### src/hw/exs_defs.svh
// constants of the exception sequencer: vectors, addresses, reset values
// assumes a 32-bit longword memory port and an 8-bit vector number
`ifndef EXS_DEFS_SVH
`define EXS_DEFS_SVH

// vector numbers
`define EXS_VEC_RST_PC 8'h00
`define EXS_VEC_RST_SP 8'h01
`define EXS_VEC_GEN_ILL 8'h04
`define EXS_VEC_SLOT_ILL 8'h06
`define EXS_VEC_CPU_AE 8'h09
`define EXS_VEC_DMA_AE 8'h0A
`define EXS_VEC_NMI 8'h0B
`define EXS_VEC_UBRK 8'h0C

// reset fetch addresses
`define EXS_RST_PC_ADDR 32'h0000_0000
`define EXS_RST_SP_ADDR 32'h0000_0004

// reset values and mask levels
`define EXS_VECTOR_BASE_RST 32'h0000_0000
`define EXS_MASK_RST 4'hF
`define EXS_NMI_MASK 4'hF
`define EXS_UBRK_MASK 4'hF
`define EXS_STATUS_IMASK_LSB 4
`define EXS_LWORD 32'h0000_0004

// pending slots, index 0 highest
`define EXS_P_CPU_AE 0
`define EXS_P_DMA_AE 1
`define EXS_P_NMI 2
`define EXS_P_UBRK 3
`define EXS_P_INTC 4
`define EXS_P_TRAP 5
`define EXS_P_GEN_ILL 6
`define EXS_P_SLOT_ILL 7
`define EXS_NSRC 8
`define EXS_ASYNC_MASK 8'h1F

`endif

### src/hw/exs_pkg.sv
// types of the exception sequencer
// assumes exs_defs.svh supplies the numeric constants
package exs_pkg;

  typedef enum logic [2:0] {
    ST_RST_PC = 3'b000,
    ST_RST_SP = 3'b001,
    ST_IDLE = 3'b010,
    ST_PUSH_SR = 3'b011,
    ST_PUSH_PC = 3'b100,
    ST_VEC = 3'b101
  } exs_state_e;

  typedef struct packed {
    logic req;
    logic we;
    logic [31:0] addr;
    logic [31:0] wdata;
  } exs_mem_s;

  typedef struct packed {
    logic busy;
    logic done;
    logic [31:0] rdata;
    exs_mem_s bus;
  } exs_mp_s;

  typedef struct packed {
    exs_state_e st;
    logic go;
    logic [7:0] pend;
    logic [7:0] vec;
    logic [7:0] tvec;
    logic [7:0] ivec;
    logic [3:0] ilvl;
    logic is_int;
    logic [3:0] new_mask;
    logic [31:0] status_word;
    logic [31:0] pc;
    logic [31:0] sp;
    logic [31:0] vector_base_reg;
    logic [3:0] mask;
    logic mask_we;
    logic pc_load;
    logic sp_load;
    logic stall;
    logic abort;
    logic int_ack;
  } exs_top_s;

endpackage

### src/hw/exs_mem_port.sv
// longword memory port: one read or write per start, held until ack
// assumes the memory holds its answer until the cycle it acks
`timescale 1ns/1ns
module exs_mem_port
  import exs_pkg::*;
(
  input wire logic clk_i,
  input wire logic rstn_i,
  input wire logic start_i,
  input wire logic we_i,
  input wire logic [31:0] addr_i,
  input wire logic [31:0] wdata_i,
  output logic done_o,
  output logic [31:0] rdata_o,
  output exs_mem_s mem_o,
  input wire logic mem_ack_i,
  input wire logic [31:0] mem_rdata_i
);

  exs_mp_s s_q;
  exs_mp_s s_d;

  always_comb begin
    s_d = s_q;
    s_d.done = 1'b0;
    if (!s_q.busy && start_i) begin
      s_d.busy = 1'b1;
      s_d.bus.req = 1'b1;
      s_d.bus.we = we_i;
      s_d.bus.addr = addr_i;
      s_d.bus.wdata = wdata_i;
    end else if (s_q.bus.req && mem_ack_i) begin
      s_d.busy = 1'b0;
      s_d.bus.req = 1'b0;
      s_d.done = 1'b1;
      s_d.rdata = mem_rdata_i;
    end
  end

  always_ff @(posedge clk_i or negedge rstn_i) begin
    if (!rstn_i) begin
      s_q <= '0;
    end else begin
      s_q <= s_d;
    end
  end

  assign done_o = s_q.done;
  assign rdata_o = s_q.rdata;
  assign mem_o = s_q.bus;
endmodule

### src/hw/exs_prio.sv
// fixed priority picker over the pending exception sources
// assumes bit 0 of the pending vector is the most urgent
`timescale 1ns/1ns
module exs_prio
  import exs_pkg::*;
(
  input wire logic [7:0] pend_i,
  output logic [7:0] grant_o
);

  genvar i;
  generate
    for (i = 0; i < 8; i++) begin : g_pick
      if (i == 0) begin : g_top
        assign grant_o[i] = pend_i[i];
      end else begin : g_low
        assign grant_o[i] = pend_i[i] & ~(|pend_i[i-1:0]);
      end
    end
  endgenerate

endmodule

### src/hw/exs_sequencer.sv
// exception sequencer top: arbitration and entry sequence of the core
// assumes pipeline, interrupt controller and memory all share clk_i
`timescale 1ns/1ns
`include "exs_defs.svh"
module exs_sequencer
  import exs_pkg::*;
(
  input wire logic clk_i,
  input wire logic rstn_i,
  input wire logic dec_valid_i,
  input wire logic dec_undef_i,
  input wire logic dec_pc_write_i,
  input wire logic dec_in_slot_i,
  input wire logic insn_done_i,
  input wire logic trap_exec_i,
  input wire logic [7:0] trap_imm_i,
  input wire logic cpu_addr_err_i,
  input wire logic dma_addr_err_i,
  input wire logic nmi_i,
  input wire logic ubrk_i,
  input wire logic intc_req_i,
  input wire logic [7:0] intc_vec_i,
  input wire logic [3:0] intc_lvl_i,
  input wire logic [31:0] status_word_reg_i,
  input wire logic [31:0] ret_pc_i,
  input wire logic [31:0] general_reg_fifteen_i,
  input wire logic vector_base_reg_we_i,
  input wire logic [31:0] vector_base_reg_wdata_i,
  input wire logic mem_ack_i,
  input wire logic [31:0] mem_rdata_i,
  output exs_mem_s mem_o,
  output logic stall_o,
  output logic pc_load_o,
  output logic [31:0] pc_val_o,
  output logic sp_load_o,
  output logic [31:0] sp_val_o,
  output logic [31:0] vector_base_reg_o,
  output logic mask_we_o,
  output logic [3:0] mask_o,
  output logic bus_abort_o,
  output logic intc_ack_o,
  output logic [7:0] exc_vec_o
);

  exs_top_s s_q;
  exs_top_s s_d;
  logic [7:0] grant;
  logic [7:0] set;
  logic int_ok;
  logic start_ok;
  logic mp_start;
  logic mp_we;
  logic [31:0] mp_addr;
  logic [31:0] mp_wdata;
  logic mp_done;
  logic [31:0] mp_rdata;

  exs_prio u_prio (
    .pend_i(s_q.pend),
    .grant_o(grant)
  );

  exs_mem_port u_mp (
    .clk_i(clk_i),
    .rstn_i(rstn_i),
    .start_i(mp_start),
    .we_i(mp_we),
    .addr_i(mp_addr),
    .wdata_i(mp_wdata),
    .done_o(mp_done),
    .rdata_o(mp_rdata),
    .mem_o(mem_o),
    .mem_ack_i(mem_ack_i),
    .mem_rdata_i(mem_rdata_i)
  );

  // interrupt accepted only above the current mask
  assign int_ok = dec_valid_i && intc_req_i &&
    (intc_lvl_i > status_word_reg_i[`EXS_STATUS_IMASK_LSB+3:`EXS_STATUS_IMASK_LSB]);

  // new pending events
  always_comb begin
    set = 8'h00;
    set[`EXS_P_CPU_AE] = cpu_addr_err_i;
    set[`EXS_P_DMA_AE] = dma_addr_err_i;
    set[`EXS_P_NMI] = nmi_i;
    set[`EXS_P_UBRK] = ubrk_i;
    set[`EXS_P_INTC] = int_ok;
    set[`EXS_P_TRAP] = trap_exec_i;
    set[`EXS_P_GEN_ILL] = dec_valid_i && !dec_in_slot_i && dec_undef_i;
    set[`EXS_P_SLOT_ILL] = dec_valid_i && dec_in_slot_i &&
      (dec_undef_i || dec_pc_write_i);
  end

  // instruction exceptions go at once, the rest at instruction end
  assign start_ok = (|(s_q.pend & ~`EXS_ASYNC_MASK)) ||
    ((|(s_q.pend & `EXS_ASYNC_MASK)) && insn_done_i);

  // memory access of each state
  always_comb begin
    mp_start = s_q.go;
    mp_we = 1'b0;
    mp_addr = 32'h0000_0000;
    mp_wdata = 32'h0000_0000;
    case (s_q.st)
      ST_RST_PC: begin
        mp_addr = `EXS_RST_PC_ADDR;
      end
      ST_RST_SP: begin
        mp_addr = `EXS_RST_SP_ADDR;
      end
      ST_PUSH_SR: begin
        mp_we = 1'b1;
        mp_addr = s_q.sp - `EXS_LWORD;
        mp_wdata = s_q.status_word;
      end
      ST_PUSH_PC: begin
        mp_we = 1'b1;
        mp_addr = s_q.sp - (`EXS_LWORD + `EXS_LWORD);
        mp_wdata = s_q.pc;
      end
      ST_VEC: begin
        mp_addr = s_q.vector_base_reg + {22'h00_0000, s_q.vec, 2'b00};
      end
      default: begin
        mp_start = 1'b0;
      end
    endcase
  end

  always_comb begin
    s_d = s_q;
    s_d.go = 1'b0;
    s_d.mask_we = 1'b0;
    s_d.pc_load = 1'b0;
    s_d.sp_load = 1'b0;
    s_d.int_ack = 1'b0;
    s_d.abort = cpu_addr_err_i || dma_addr_err_i;
    if (int_ok) begin
      s_d.ivec = intc_vec_i;
      s_d.ilvl = intc_lvl_i;
    end
    if (trap_exec_i) begin
      s_d.tvec = trap_imm_i;
    end
    if (vector_base_reg_we_i) begin
      s_d.vector_base_reg = vector_base_reg_wdata_i;
    end
    s_d.pend = s_q.pend | set;
    case (s_q.st)
      ST_RST_PC: begin
        if (mp_done) begin
          s_d.pc = mp_rdata;
          s_d.st = ST_RST_SP;
          s_d.go = 1'b1;
        end
      end
      ST_RST_SP: begin
        if (mp_done) begin
          s_d.sp = mp_rdata;
          s_d.vector_base_reg = `EXS_VECTOR_BASE_RST;
          s_d.mask = `EXS_MASK_RST;
          s_d.mask_we = 1'b1;
          s_d.pc_load = 1'b1;
          s_d.sp_load = 1'b1;
          s_d.stall = 1'b0;
          s_d.st = ST_IDLE;
        end
      end
      ST_IDLE: begin
        if (start_ok) begin
          // granted bit cleared, a fresh event of that source still wins
          s_d.pend = (s_q.pend & ~grant) | set;
          s_d.is_int = 1'b0;
          s_d.new_mask = s_q.mask;
          if (grant[`EXS_P_CPU_AE]) begin
            s_d.vec = `EXS_VEC_CPU_AE;
          end else if (grant[`EXS_P_DMA_AE]) begin
            s_d.vec = `EXS_VEC_DMA_AE;
          end else if (grant[`EXS_P_NMI]) begin
            s_d.vec = `EXS_VEC_NMI;
            s_d.is_int = 1'b1;
            s_d.new_mask = `EXS_NMI_MASK;
          end else if (grant[`EXS_P_UBRK]) begin
            s_d.vec = `EXS_VEC_UBRK;
            s_d.is_int = 1'b1;
            s_d.new_mask = `EXS_UBRK_MASK;
          end else if (grant[`EXS_P_INTC]) begin
            s_d.vec = s_q.ivec;
            s_d.is_int = 1'b1;
            s_d.new_mask = s_q.ilvl;
            s_d.int_ack = 1'b1;
          end else if (grant[`EXS_P_TRAP]) begin
            s_d.vec = s_q.tvec;
          end else if (grant[`EXS_P_GEN_ILL]) begin
            s_d.vec = `EXS_VEC_GEN_ILL;
          end else begin
            s_d.vec = `EXS_VEC_SLOT_ILL;
          end
          s_d.status_word = status_word_reg_i;
          s_d.pc = ret_pc_i;
          s_d.sp = general_reg_fifteen_i;
          s_d.stall = 1'b1;
          s_d.st = ST_PUSH_SR;
          s_d.go = 1'b1;
        end
      end
      ST_PUSH_SR: begin
        if (mp_done) begin
          s_d.st = ST_PUSH_PC;
          s_d.go = 1'b1;
        end
      end
      ST_PUSH_PC: begin
        if (mp_done) begin
          s_d.st = ST_VEC;
          s_d.go = 1'b1;
        end
      end
      ST_VEC: begin
        if (mp_done) begin
          s_d.pc = mp_rdata;
          s_d.sp = s_q.sp - (`EXS_LWORD + `EXS_LWORD);
          s_d.pc_load = 1'b1;
          s_d.sp_load = 1'b1;
          s_d.mask_we = s_q.is_int;
          s_d.mask = s_q.is_int ? s_q.new_mask : s_q.mask;
          s_d.stall = 1'b0;
          s_d.st = ST_IDLE;
        end
      end
      default: begin
        s_d.st = ST_IDLE;
      end
    endcase
  end

  // reset pin low holds everything, its release starts the vector fetch
  always_ff @(posedge clk_i or negedge rstn_i) begin
    if (!rstn_i) begin
      s_q <= '0;
      s_q.st <= ST_RST_PC;
      s_q.go <= 1'b1;
      s_q.stall <= 1'b1;
      s_q.mask <= `EXS_MASK_RST;
      s_q.vector_base_reg <= `EXS_VECTOR_BASE_RST;
    end else begin
      s_q <= s_d;
    end
  end

  assign stall_o = s_q.stall;
  assign pc_load_o = s_q.pc_load;
  assign pc_val_o = s_q.pc;
  assign sp_load_o = s_q.sp_load;
  assign sp_val_o = s_q.sp;
  assign vector_base_reg_o = s_q.vector_base_reg;
  assign mask_we_o = s_q.mask_we;
  assign mask_o = s_q.mask;
  assign bus_abort_o = s_q.abort;
  assign intc_ack_o = s_q.int_ack;
  assign exc_vec_o = s_q.vec;
endmodule

### config.mk
export PLATFORM = sky130hd
export DESIGN_NAME = exs_sequencer
export DESIGN_NICKNAME = d
export VERILOG_FILES = /design/src/hw/exs_pkg.sv /design/src/hw/exs_mem_port.sv /design/src/hw/exs_prio.sv /design/src/hw/exs_sequencer.sv
export VERILOG_INCLUDE_DIRS = /design/src /design/src/hw
export SDC_FILE = /design/constraint.sdc
export NUM_CORES = 1
export LEC_CHECK = 0
export ABC_CLOCK_PERIOD_IN_PS = 4100
export BUFFER_PORTS_ARGS = -buffer_cell sky130_fd_sc_hd__buf_2
export CAP_MARGIN = 0
export CELL_PAD_IN_SITES_DETAIL_PLACEMENT = 1
export CELL_PAD_IN_SITES_GLOBAL_PLACEMENT = 1
export CORE_MARGIN = 1
export CORE_UTILIZATION = 44
export DETAILED_ROUTE_END_ITERATION = 8
export PLACE_DENSITY_LB_ADDON = 0.3
export SETUP_SLACK_MARGIN = 0.1
export SLEW_MARGIN = 20
export SYNTH_ARGS = -nofsm -noshare
export SYNTH_HDL_FRONTEND = slang
export SYNTH_SLANG_ARGS = --single-unit
### constraint.sdc
create_clock -name clk_i -period 4.1 [get_ports clk_i]
set_input_delay 0.41 -clock clk_i [delete_from_list [all_inputs] [get_ports clk_i]]
set_output_delay 0.41 -clock clk_i [all_outputs]
set_load 0.1 [all_outputs]
==> results of run 1 <==
[synth_stat cells, types with 13 or more instances]
library cell | count | area, µm²
inv_1 | 24 | 90.09
clkbuf_1 | 82 | 307.8
a22oi_1 | 49 | 367.9
o21ai_0 | 146 | 730.7
ha_1 | 15 | 187.7
nor3_1 | 27 | 135.1
nor2_1 | 98 | 367.9
nor4_1 | 13 | 81.33
nand3_1 | 19 | 95.09
dfrtp_1 | 275 | 6882
mux2i_1 | 70 | 700.7
xor2_1 | 13 | 113.9
mux2_2 | 50 | 563.0
xnor2_1 | 18 | 157.7
a21oi_1 | 57 | 285.3
buf_4 | 109 | 818.3
a221oi_1 | 17 | 148.9
nand2_1 | 245 | 919.6
a31oi_1 | 14 | 87.58
o31ai_1 | 13 | 97.59
[stage by stage]
| step | worst slack (ps) | hold WS [ps] | power, W | util (%) | std cells |
|---|---|---|---|---|---|
| floorplan | 1342 | 114.4 | 0.01199 | - | 1550 |
| global placement | 1031 | 450.4 | 0.01353 | 49.67 | 2192 |
| detailed placement | 943.6 | 458.2 | 0.01374 | 49.67 | 2192 |
| CTS | 936.1 | 4.390 | 0.01676 | 53.06 | 2252 |
| global route | 666.6 | 30.50 | 0.01749 | 53.10 | 2257 |
| finish | 879.5 | 27.97 | 0.01673 | 53.10 | 2258 |
[worst min path at each step]
stage,from,endpoint,slack (ps),depth (start not counted)
2_1_floorplan,rstn_i,bus_abort_o$_DFF_PN0_,110,0
3_5_place_dp,stall_o$_DFFE_PN1P_,stall_o$_DFFE_PN1P_,460,2
4_1_cts,status_word_reg_i[28],s_q[134]$_DFFE_PN0P_,4,3
5_1_grt,status_word_reg_i[28],s_q[134]$_DFFE_PN0P_,30,3
3_3_place_gp,stall_o$_DFFE_PN1P_,stall_o$_DFFE_PN1P_,450,2
6_report,status_word_reg_i[15],s_q[121]$_DFFE_PN0P_,30,3
[power groups by stage]
stage               sequential [W]  combinational, W  clock (W)
floorplan                  0.00586           0.00613          0
global placement           0.00482           0.00871          0
detailed placement         0.00489           0.00885          0
CTS                        0.00486           0.00890    0.00300
global route               0.00501           0.00938    0.00309
finish                     0.00489           0.00889    0.00295
[sequential cells by signal, indices dropped and copies added, names as in the netlist]
| name | cells |
|---|---|
| s_q | 69 |
| u_mp.mem_o | 65 |
| pc_val_o | 32 |
| sp_val_o | 32 |
| u_mp.rdata_o | 32 |
| vector_base_reg_o | 32 |
| exc_vec_o | 8 |
| mask_o | 4 |
| bus_abort_o | 1 |
| intc_ack_o | 1 |
| mask_we_o | 1 |
| pc_load_o | 1 |
| stall_o | 1 |
| u_mp.done_o | 1 |
| u_mp.s_q | 1 |
[kinds of logic (layout without fill, tap and decap cells)]
kind of cell | Yosys count | count (layout) | share of synthesized area, %
and+or+nand+nor | 475 | 475 | 14.29
xor gates and xnor gates | 31 | 31 | 1.841
adders and majority gates | 16 | 16 | 1.408
AOI/OAI and AO/OA | 401 | 401 | 17.58
buffers and inverters | 226 | 486 | 8.594
other | 0 | 6 | 0
DFF | 281 | 281 | 47.73
muxes | 120 | 120 | 8.568
[critical path: stages, from the launching register on]
cell,delay (ps)
dfrtp_1,450
inv_1,250
ha_1,320
nor4b_2,530
nand2_1,250
or4_4,590
or4_1,480
a21oi_1,150
a221o_1,120
[routing by layer]
layer | part of all wire [%] | up-vias | GRT usage (%) | wire length, µm
met5 | 0.14 | - | 0 | 76
met3 | 7.8 | 108 | 7.413 | 4119
met1 | 43 | 6529 | 41.49 | 23010
met2 | 46 | 467 | 49.76 | 24220
li1 | - | 5906 | - | -
met4 | 3.0 | 10 | 9.719 | 1614
[layout make-up]
class | count | share of cell area (%)
Sequential cell | 281 | 40.43
Multi-Input combinational cell | 1043 | 37.32
Timing Repair Buffer | 406 | 12.32
Clock buffer | 44 | 5.139
Tap cell | 442 | 3.177
Clock inverter | 12 | 1.006
Inverter | 24 | 0.5175
Antenna cell | 6 | 0.08624
[layout by cell type, fill, tap and decap left out, types with 9 or more instances in the layout]
cell type and count:
a21o_1 11, mux2i_1 70, xor2_1 13, a222oi_1 11
a221oi_1 17, nor3_1 27, a221o_1 9, nor2_1 95
buf_2 373, clkbuf_16 31, dfrtp_1 275, a21oi_1 57
o211ai_1 12, or4_1 12, nor2b_1 10, nor4_1 13
o21ai_0 146, ha_1 15, o31ai_1 13, nand2b_1 10
inv_1 24, mux2_2 50, o22ai_1 9, nand2_1 243
nand3_1 19, a22oi_1 49, buf_4 27, xnor2_1 18
a31oi_1 13
==> results.yml, run 1 <==
pwr:
  pwr-share-seq_pct: 29.2
  comb_power_share_pct: 53.1
  netSwitchingFraction_pct: 55.91
  power_density_nw_per_um2: 961.0
  pwr-share-clk_pct: 17.6
  power.leakage_nw: 8.256
  intPower_w: 0.007376
  p_sw_w: 0.009354
  peakVddDrop_mv: 0.5066
clock_network:
  cts_buffers: 31
  cts_buffer_depth: 3
  clkSlewWorstSetupHoldPaths_ps: 60
  cts_tree: "done"
  cts_root_buf: "clkbuf_16"
  cts_hold_buf: 4
  cts_setup_buffers: 0
  cts_resized: 0
  worstSkewPairLatency_ps: 580
  htree_levels: 1
  cts.sink_count: 281
route:
  viasPerCell: 5.766
  drc: 0
  num_vias: 13020
  avgRoutedWirePerCell_um: 23.49
  antenna_left: 0
  first_pass_iters: 5
  drtIter0Drc: 839
  wl_um: 53030
yosys:
  synth-main-ff-cell: "dfrtp_1"
  ys_ff_latch: 281
  postSynth.asyncResetShare_pct: 100.0
  synth_warnings: 0
  synth.yosys.seq_area_share_pct: 47.73
  synthesis.nets: 1761
  synth_cells: 1550
  synth_cell_type_count: 65
  synth_area_um2: 14750
  synth_edf_count: 0
  syn-mean-instance-area_um2: 9.516
floorplan:
  rows: 66
  pin_count: 375
  dieHeight_um: 185.1
  core_area_um2: 32780
  die_area_um2: 34260
  initial_core_util_pct: 44.99
  die_w_um: 185.1
sta:
  setup_violations: 0
  skew_ps: 16.37
  slew_headroom_pct: 27.23
  fin_crit_ps: 3220
  finalSetupTns_ps: 0
  worst_pin_slew_ps: 1092
  max_freq_ghz: 0.3105
  rsz0062_at_grt: "false"
  post-route-period-util_pct: 78.55
  slew_violations: 0
  finalHoldViolCount: 0
global_routing:
  grt_max_degree: 123
  globalRouteTotalUtil_pct: 31.08
  grt_pass1_wl_um: 81170
  grt_pass1_vias: 13400
  antenna_found_initial: 10
  gr-total-overflow: 0
setup_path:
  r2r_end: "u_mp.mem_o[63]$_DFFE_PN0P_"
  crit_path_end: "u_mp.mem_o[63]$_DFFE_PN0P_"
  start_kind: "register"
  ff2ff_setup_slack_ps: 880
  rr_worst_depth: 8
  worstPathArrival_ps: 3730
  crit_path_end_kind: "register"
  cp.required_ps: 4610
  critPathLaunch: "sp_val_o[3]$_DFFE_PN0P_"
  r2r_start: "sp_val_o[3]$_DFFE_PN0P_"
  path_class: "reg -> reg"
  cp_max_fo: 8
status:
  status: "finished clean"
placement:
  hpwl_um: 38980
  io_buffer_count: 374
  place_congestion: 0.9089
  dpl_cell_area_um2: 16280
finish:
  seqCellArea_um2: 7039
  multi_input_area_um2: 6497
  layout-drive-gt1-share_pct: 29.17
  fin_area_um2: 17410
  nFillCells: 3818
  layout.nets: 1998
  area_growth_pct: 18.04
job:
  maxCapViolCount: 0
worst_hold_path:
  holdCritPathClass: "in -> reg"
Power figures use the tool's default switching activity.
==> run 2: changes to the inputs <==
--- a/config.mk
+++ b/config.mk
@@ -6,13 +6,14 @@
 export SDC_FILE = /design/constraint.sdc
 export NUM_CORES = 1
 export LEC_CHECK = 0
-export ABC_CLOCK_PERIOD_IN_PS = 4100
+export ABC_AREA = 1
+export ABC_CLOCK_PERIOD_IN_PS = 2700
 export BUFFER_PORTS_ARGS = -buffer_cell sky130_fd_sc_hd__buf_2
 export CAP_MARGIN = 0
 export CELL_PAD_IN_SITES_DETAIL_PLACEMENT = 1
 export CELL_PAD_IN_SITES_GLOBAL_PLACEMENT = 1
 export CORE_MARGIN = 1
-export CORE_UTILIZATION = 44
+export CORE_UTILIZATION = 35
 export DETAILED_ROUTE_END_ITERATION = 8
 export PLACE_DENSITY_LB_ADDON = 0.3
 export SETUP_SLACK_MARGIN = 0.1
==> constraint.sdc (replaced) <==
create_clock -name clk_i -period 2.7 [get_ports clk_i]
set_input_delay 0.27 -clock clk_i [delete_from_list [all_inputs] [get_ports clk_i]]
set_output_delay 0.27 -clock clk_i [all_outputs]
set_load 0.1 [all_outputs]
==> run 2 against run 1 <==
Net effect: non-clock buffer count is 119 higher; via count is 25% higher; synthesized area is 9.0% higher; clock skew is 2.0 ps higher; combinational power is 82% higher; routed wire length is 21% higher; sequential power is 46% higher; final area is 16% higher; largest cell class unchanged; cell count is 43% higher; clock-buffer cell count is 9 higher.
==> results.yml, run 2 <==
setup_path:
  cp.required_ps: 3180
  ff2ff_setup_slack_ps: 330
  crit_path_end_kind: "register"
  worstPathArrival_ps: 2850
  crit_path_end: "u_mp.mem_o[50]$_DFFE_PN0P_"
  cp_max_fo: 5
  r2r_end: "u_mp.mem_o[50]$_DFFE_PN0P_"
  critPathLaunch: "exc_vec_o[0]$_DFFE_PN0P_"
  path_class: "reg -> reg"
  start_kind: "register"
  r2r_start: "exc_vec_o[0]$_DFFE_PN0P_"
  rr_worst_depth: 14
yosys:
  synth_warnings: 0
  netlist.area_leader.share_pct: 42.82
  synthesis.nets: 2444
  ys_ff_latch: 281
  synth-main-ff-cell: "dfrtp_1"
  postSynth.asyncResetShare_pct: 100.0
  synth_area_leaders: "dfrtp_1 43%, nand2_1 19%, buf_4 5.6%"
  synth_commonest_cells: "818 x nand2_1, 275 x dfrtp_1, 201 x inv_1"
  syn-mean-instance-area_um2: 7.197
  synth_cell_type_count: 45
  synth_most_common_cell: "nand2_1"
  synth_cells: 2233
  synth.yosys.seq_area_share_pct: 43.80
  synth_area_um2: 16070
  synth_top_cell_by_area: "dfrtp_1"
  synth_edf_count: 0
clock_network:
  worstSkewPairLatency_ps: 560
  htree_levels: 2
  cts_tree: "done"
  clkSlewWorstSetupHoldPaths_ps: 60
  cts_buffers: 36
  cts_buffer_depth: 3
  cts_root_buf: "clkbuf_16"
  cts.sink_count: 281
finish:
  area_growth_pct: 25.57
  final_common_cell: "nand2_1"
  nFillCells: 5816
  multi_input_area_um2: 7014
  largest_register_ffs: 69
  final_cell_mix: "818 x nand2_1, 373 x buf_2, 275 x dfrtp_1, 201 x inv_1, 181 x nor2_1"
  layout-drive-gt1-share_pct: 19.41
  seqCellArea_um2: 7039
  layout.nets: 2814
  fin_area_um2: 20180
  regMostFlops: "s_q"
  layoutNonFillerInstCount: 3233
placement:
  place_congestion: 0.8962
  dp.cells: 3042
  dpl_cell_area_um2: 17760
  io_buffer_count: 374
  hpwl_um: 47170
  dpl_worst_slack_ps: 345.9
pwr:
  power_density_nw_per_um2: 1399
  netSwitchingFraction_pct: 58.09
  p_sw_w: 0.01640
  pwr-share-clk_pct: 17.4
  power.total_w: 0.02823
  power.leakage_nw: 10.59
  intPower_w: 0.01183
  comb_power_share_pct: 57.3
  peakVddDrop_mv: 0.9537
  pwr-share-seq_pct: 25.3
sta:
  finalHoldViolCount: 0
  post-route-period-util_pct: 87.66
  layout_setup_ws_ps: 333.1
  setup_violations: 0
  rsz0062_at_grt: "false"
  skew_ps: 18.38
  worst_pin_slew_ps: 900.2
  fin_crit_ps: 2367
  finalSetupTns_ps: 0
  slew_headroom_pct: 39.90
  slew_violations: 0
  max_freq_ghz: 0.4225
route:
  first_pass_iters: 5
  drc: 0
  viasPerCell: 5.028
  num_vias: 16260
  avgRoutedWirePerCell_um: 19.92
  antenna_left: 0
  drtIter0Drc: 833
  wl_um: 64400
global_routing:
  globalRouteTotalUtil_pct: 27.76
  grt_max_degree: 75
  antenna_found_initial: 9
  grt_pass1_vias: 17270
  gr-total-overflow: 0
  grt_pass1_wl_um: 100200
floorplan:
  die_area_um2: 46780
  core_area_um2: 45380
  rows: 78
  dieHeight_um: 216.3
  die_w_um: 216.3
  initial_core_util_pct: 35.41
  pin_count: 375
status:
  status: "finished clean"
worst_hold_path:
  holdCritPathClass: "in -> reg"
  hp-start: "status_word_reg_i[7]"
job:
  maxCapViolCount: 0
-- run 2: changes by cell type after synthesis, sizes merged, moves of 21 or more --
cell and delta:
nand2 +577, inv +187, nand3 +139, nor2 +97
a21oi +71, mux2i -70, clkbuf -56, buf +47
mux2 -43, a22oi -38, nor3 -23, o21ai -21
-- run 2: power groups by stage --
| stage | sequential [W] | combinational [W] | clock [W] |
|---|---|---|---|
| detailed placement | 0.00718 | 0.0160 | 0 |
| floorplan | 0.0100 | 0.00990 | 0 |
| global route | 0.00733 | 0.0173 | 0.00517 |
| global placement | 0.00713 | 0.0157 | 0 |
| finish | 0.00715 | 0.0162 | 0.00490 |
| CTS | 0.00714 | 0.0162 | 0.00501 |
-- run 2: layout make-up --
cell class	instances	area share, %
Antenna cell	5	0.06200
Clock buffer	53	5.282
Clock inverter	10	0.5580
Inverter	212	3.968
Multi-Input combinational cell	1547	34.76
Sequential cell	281	34.88
Tap cell	600	3.720
Timing Repair Buffer	525	16.78
-- run 2: worst min path at each step --
stage / end / cells after the start / slack [ps]
after floorplan: bus_abort_o$_DFF_PN0_ / 0 / -30
final: s_q[113]$_DFFE_PN0P_ / 3 / 30
after detailed placement: u_mp.mem_o[26]$_DFFE_PN0P_ / 1 / 290
after global placement: u_mp.mem_o[26]$_DFFE_PN0P_ / 1 / 300
after global routing: s_q[113]$_DFFE_PN0P_ / 3 / 40
after CTS: s_q[113]$_DFFE_PN0P_ / 3 / 2
-- run 2: critical path, cell delays in order (launching register included) --
cell and delay (ps):
dfrtp_1 360, ha_1 220, inv_1 70, fa_1 360, inv_1 150, nand3_1 90
nand3_1 180, nand2_1 80, nand2_1 170, inv_1 110, o21ai_0 160, nand3_1 110
nand2_1 90, nand2_1 50, nand2_1 70
-- run 2: cells by family (layout without fill, tap and decap cells) --
kind of cell	after synthesis	after routing	synth area share (%)
XOR/XNOR	13	13	0.7085
buffers and inverters	405	800	12.74
AND/OR/NAND/NOR	1203	1203	30.47
other	0	5	0
multiplexers	7	7	0.4905
flip-flops	281	281	43.80
AO/OA/AOI/OAI	308	308	10.50
adder cells (fa/ha/maj)	16	16	1.292
-- run 2: timing repair --
item                                    4_1_cts  5_1_grt
gates resized for setup                       0        1
endpoints found under the setup margin        0        1
buffers inserted                              0        0
hold buffers                                123        0
endpoints found under the hold margin       186        0
-- run 2: layer usage --
metal,global-route usage [%],part of all wire (%),up-vias
met3,4.379,4.4,127
met5,0,0.096,-
met2,46.54,48,424
li1,-,-,7707
met4,11.20,3.7,10
met1,35.67,44,7989
-- run 2: metrics by stage --
| step | hold WS (ps) | utilization (%) |
|---|---|---|
| 2_1_floorplan | -25.59 | - |
| 6_report | 26.54 | 44.47 |
| 3_5_place_dp | 291.7 | 39.13 |
| 5_1_grt | 38.26 | 44.47 |
| 3_3_place_gp | 298.3 | 39.13 |
| 4_1_cts | 1.655 | 44.44 |
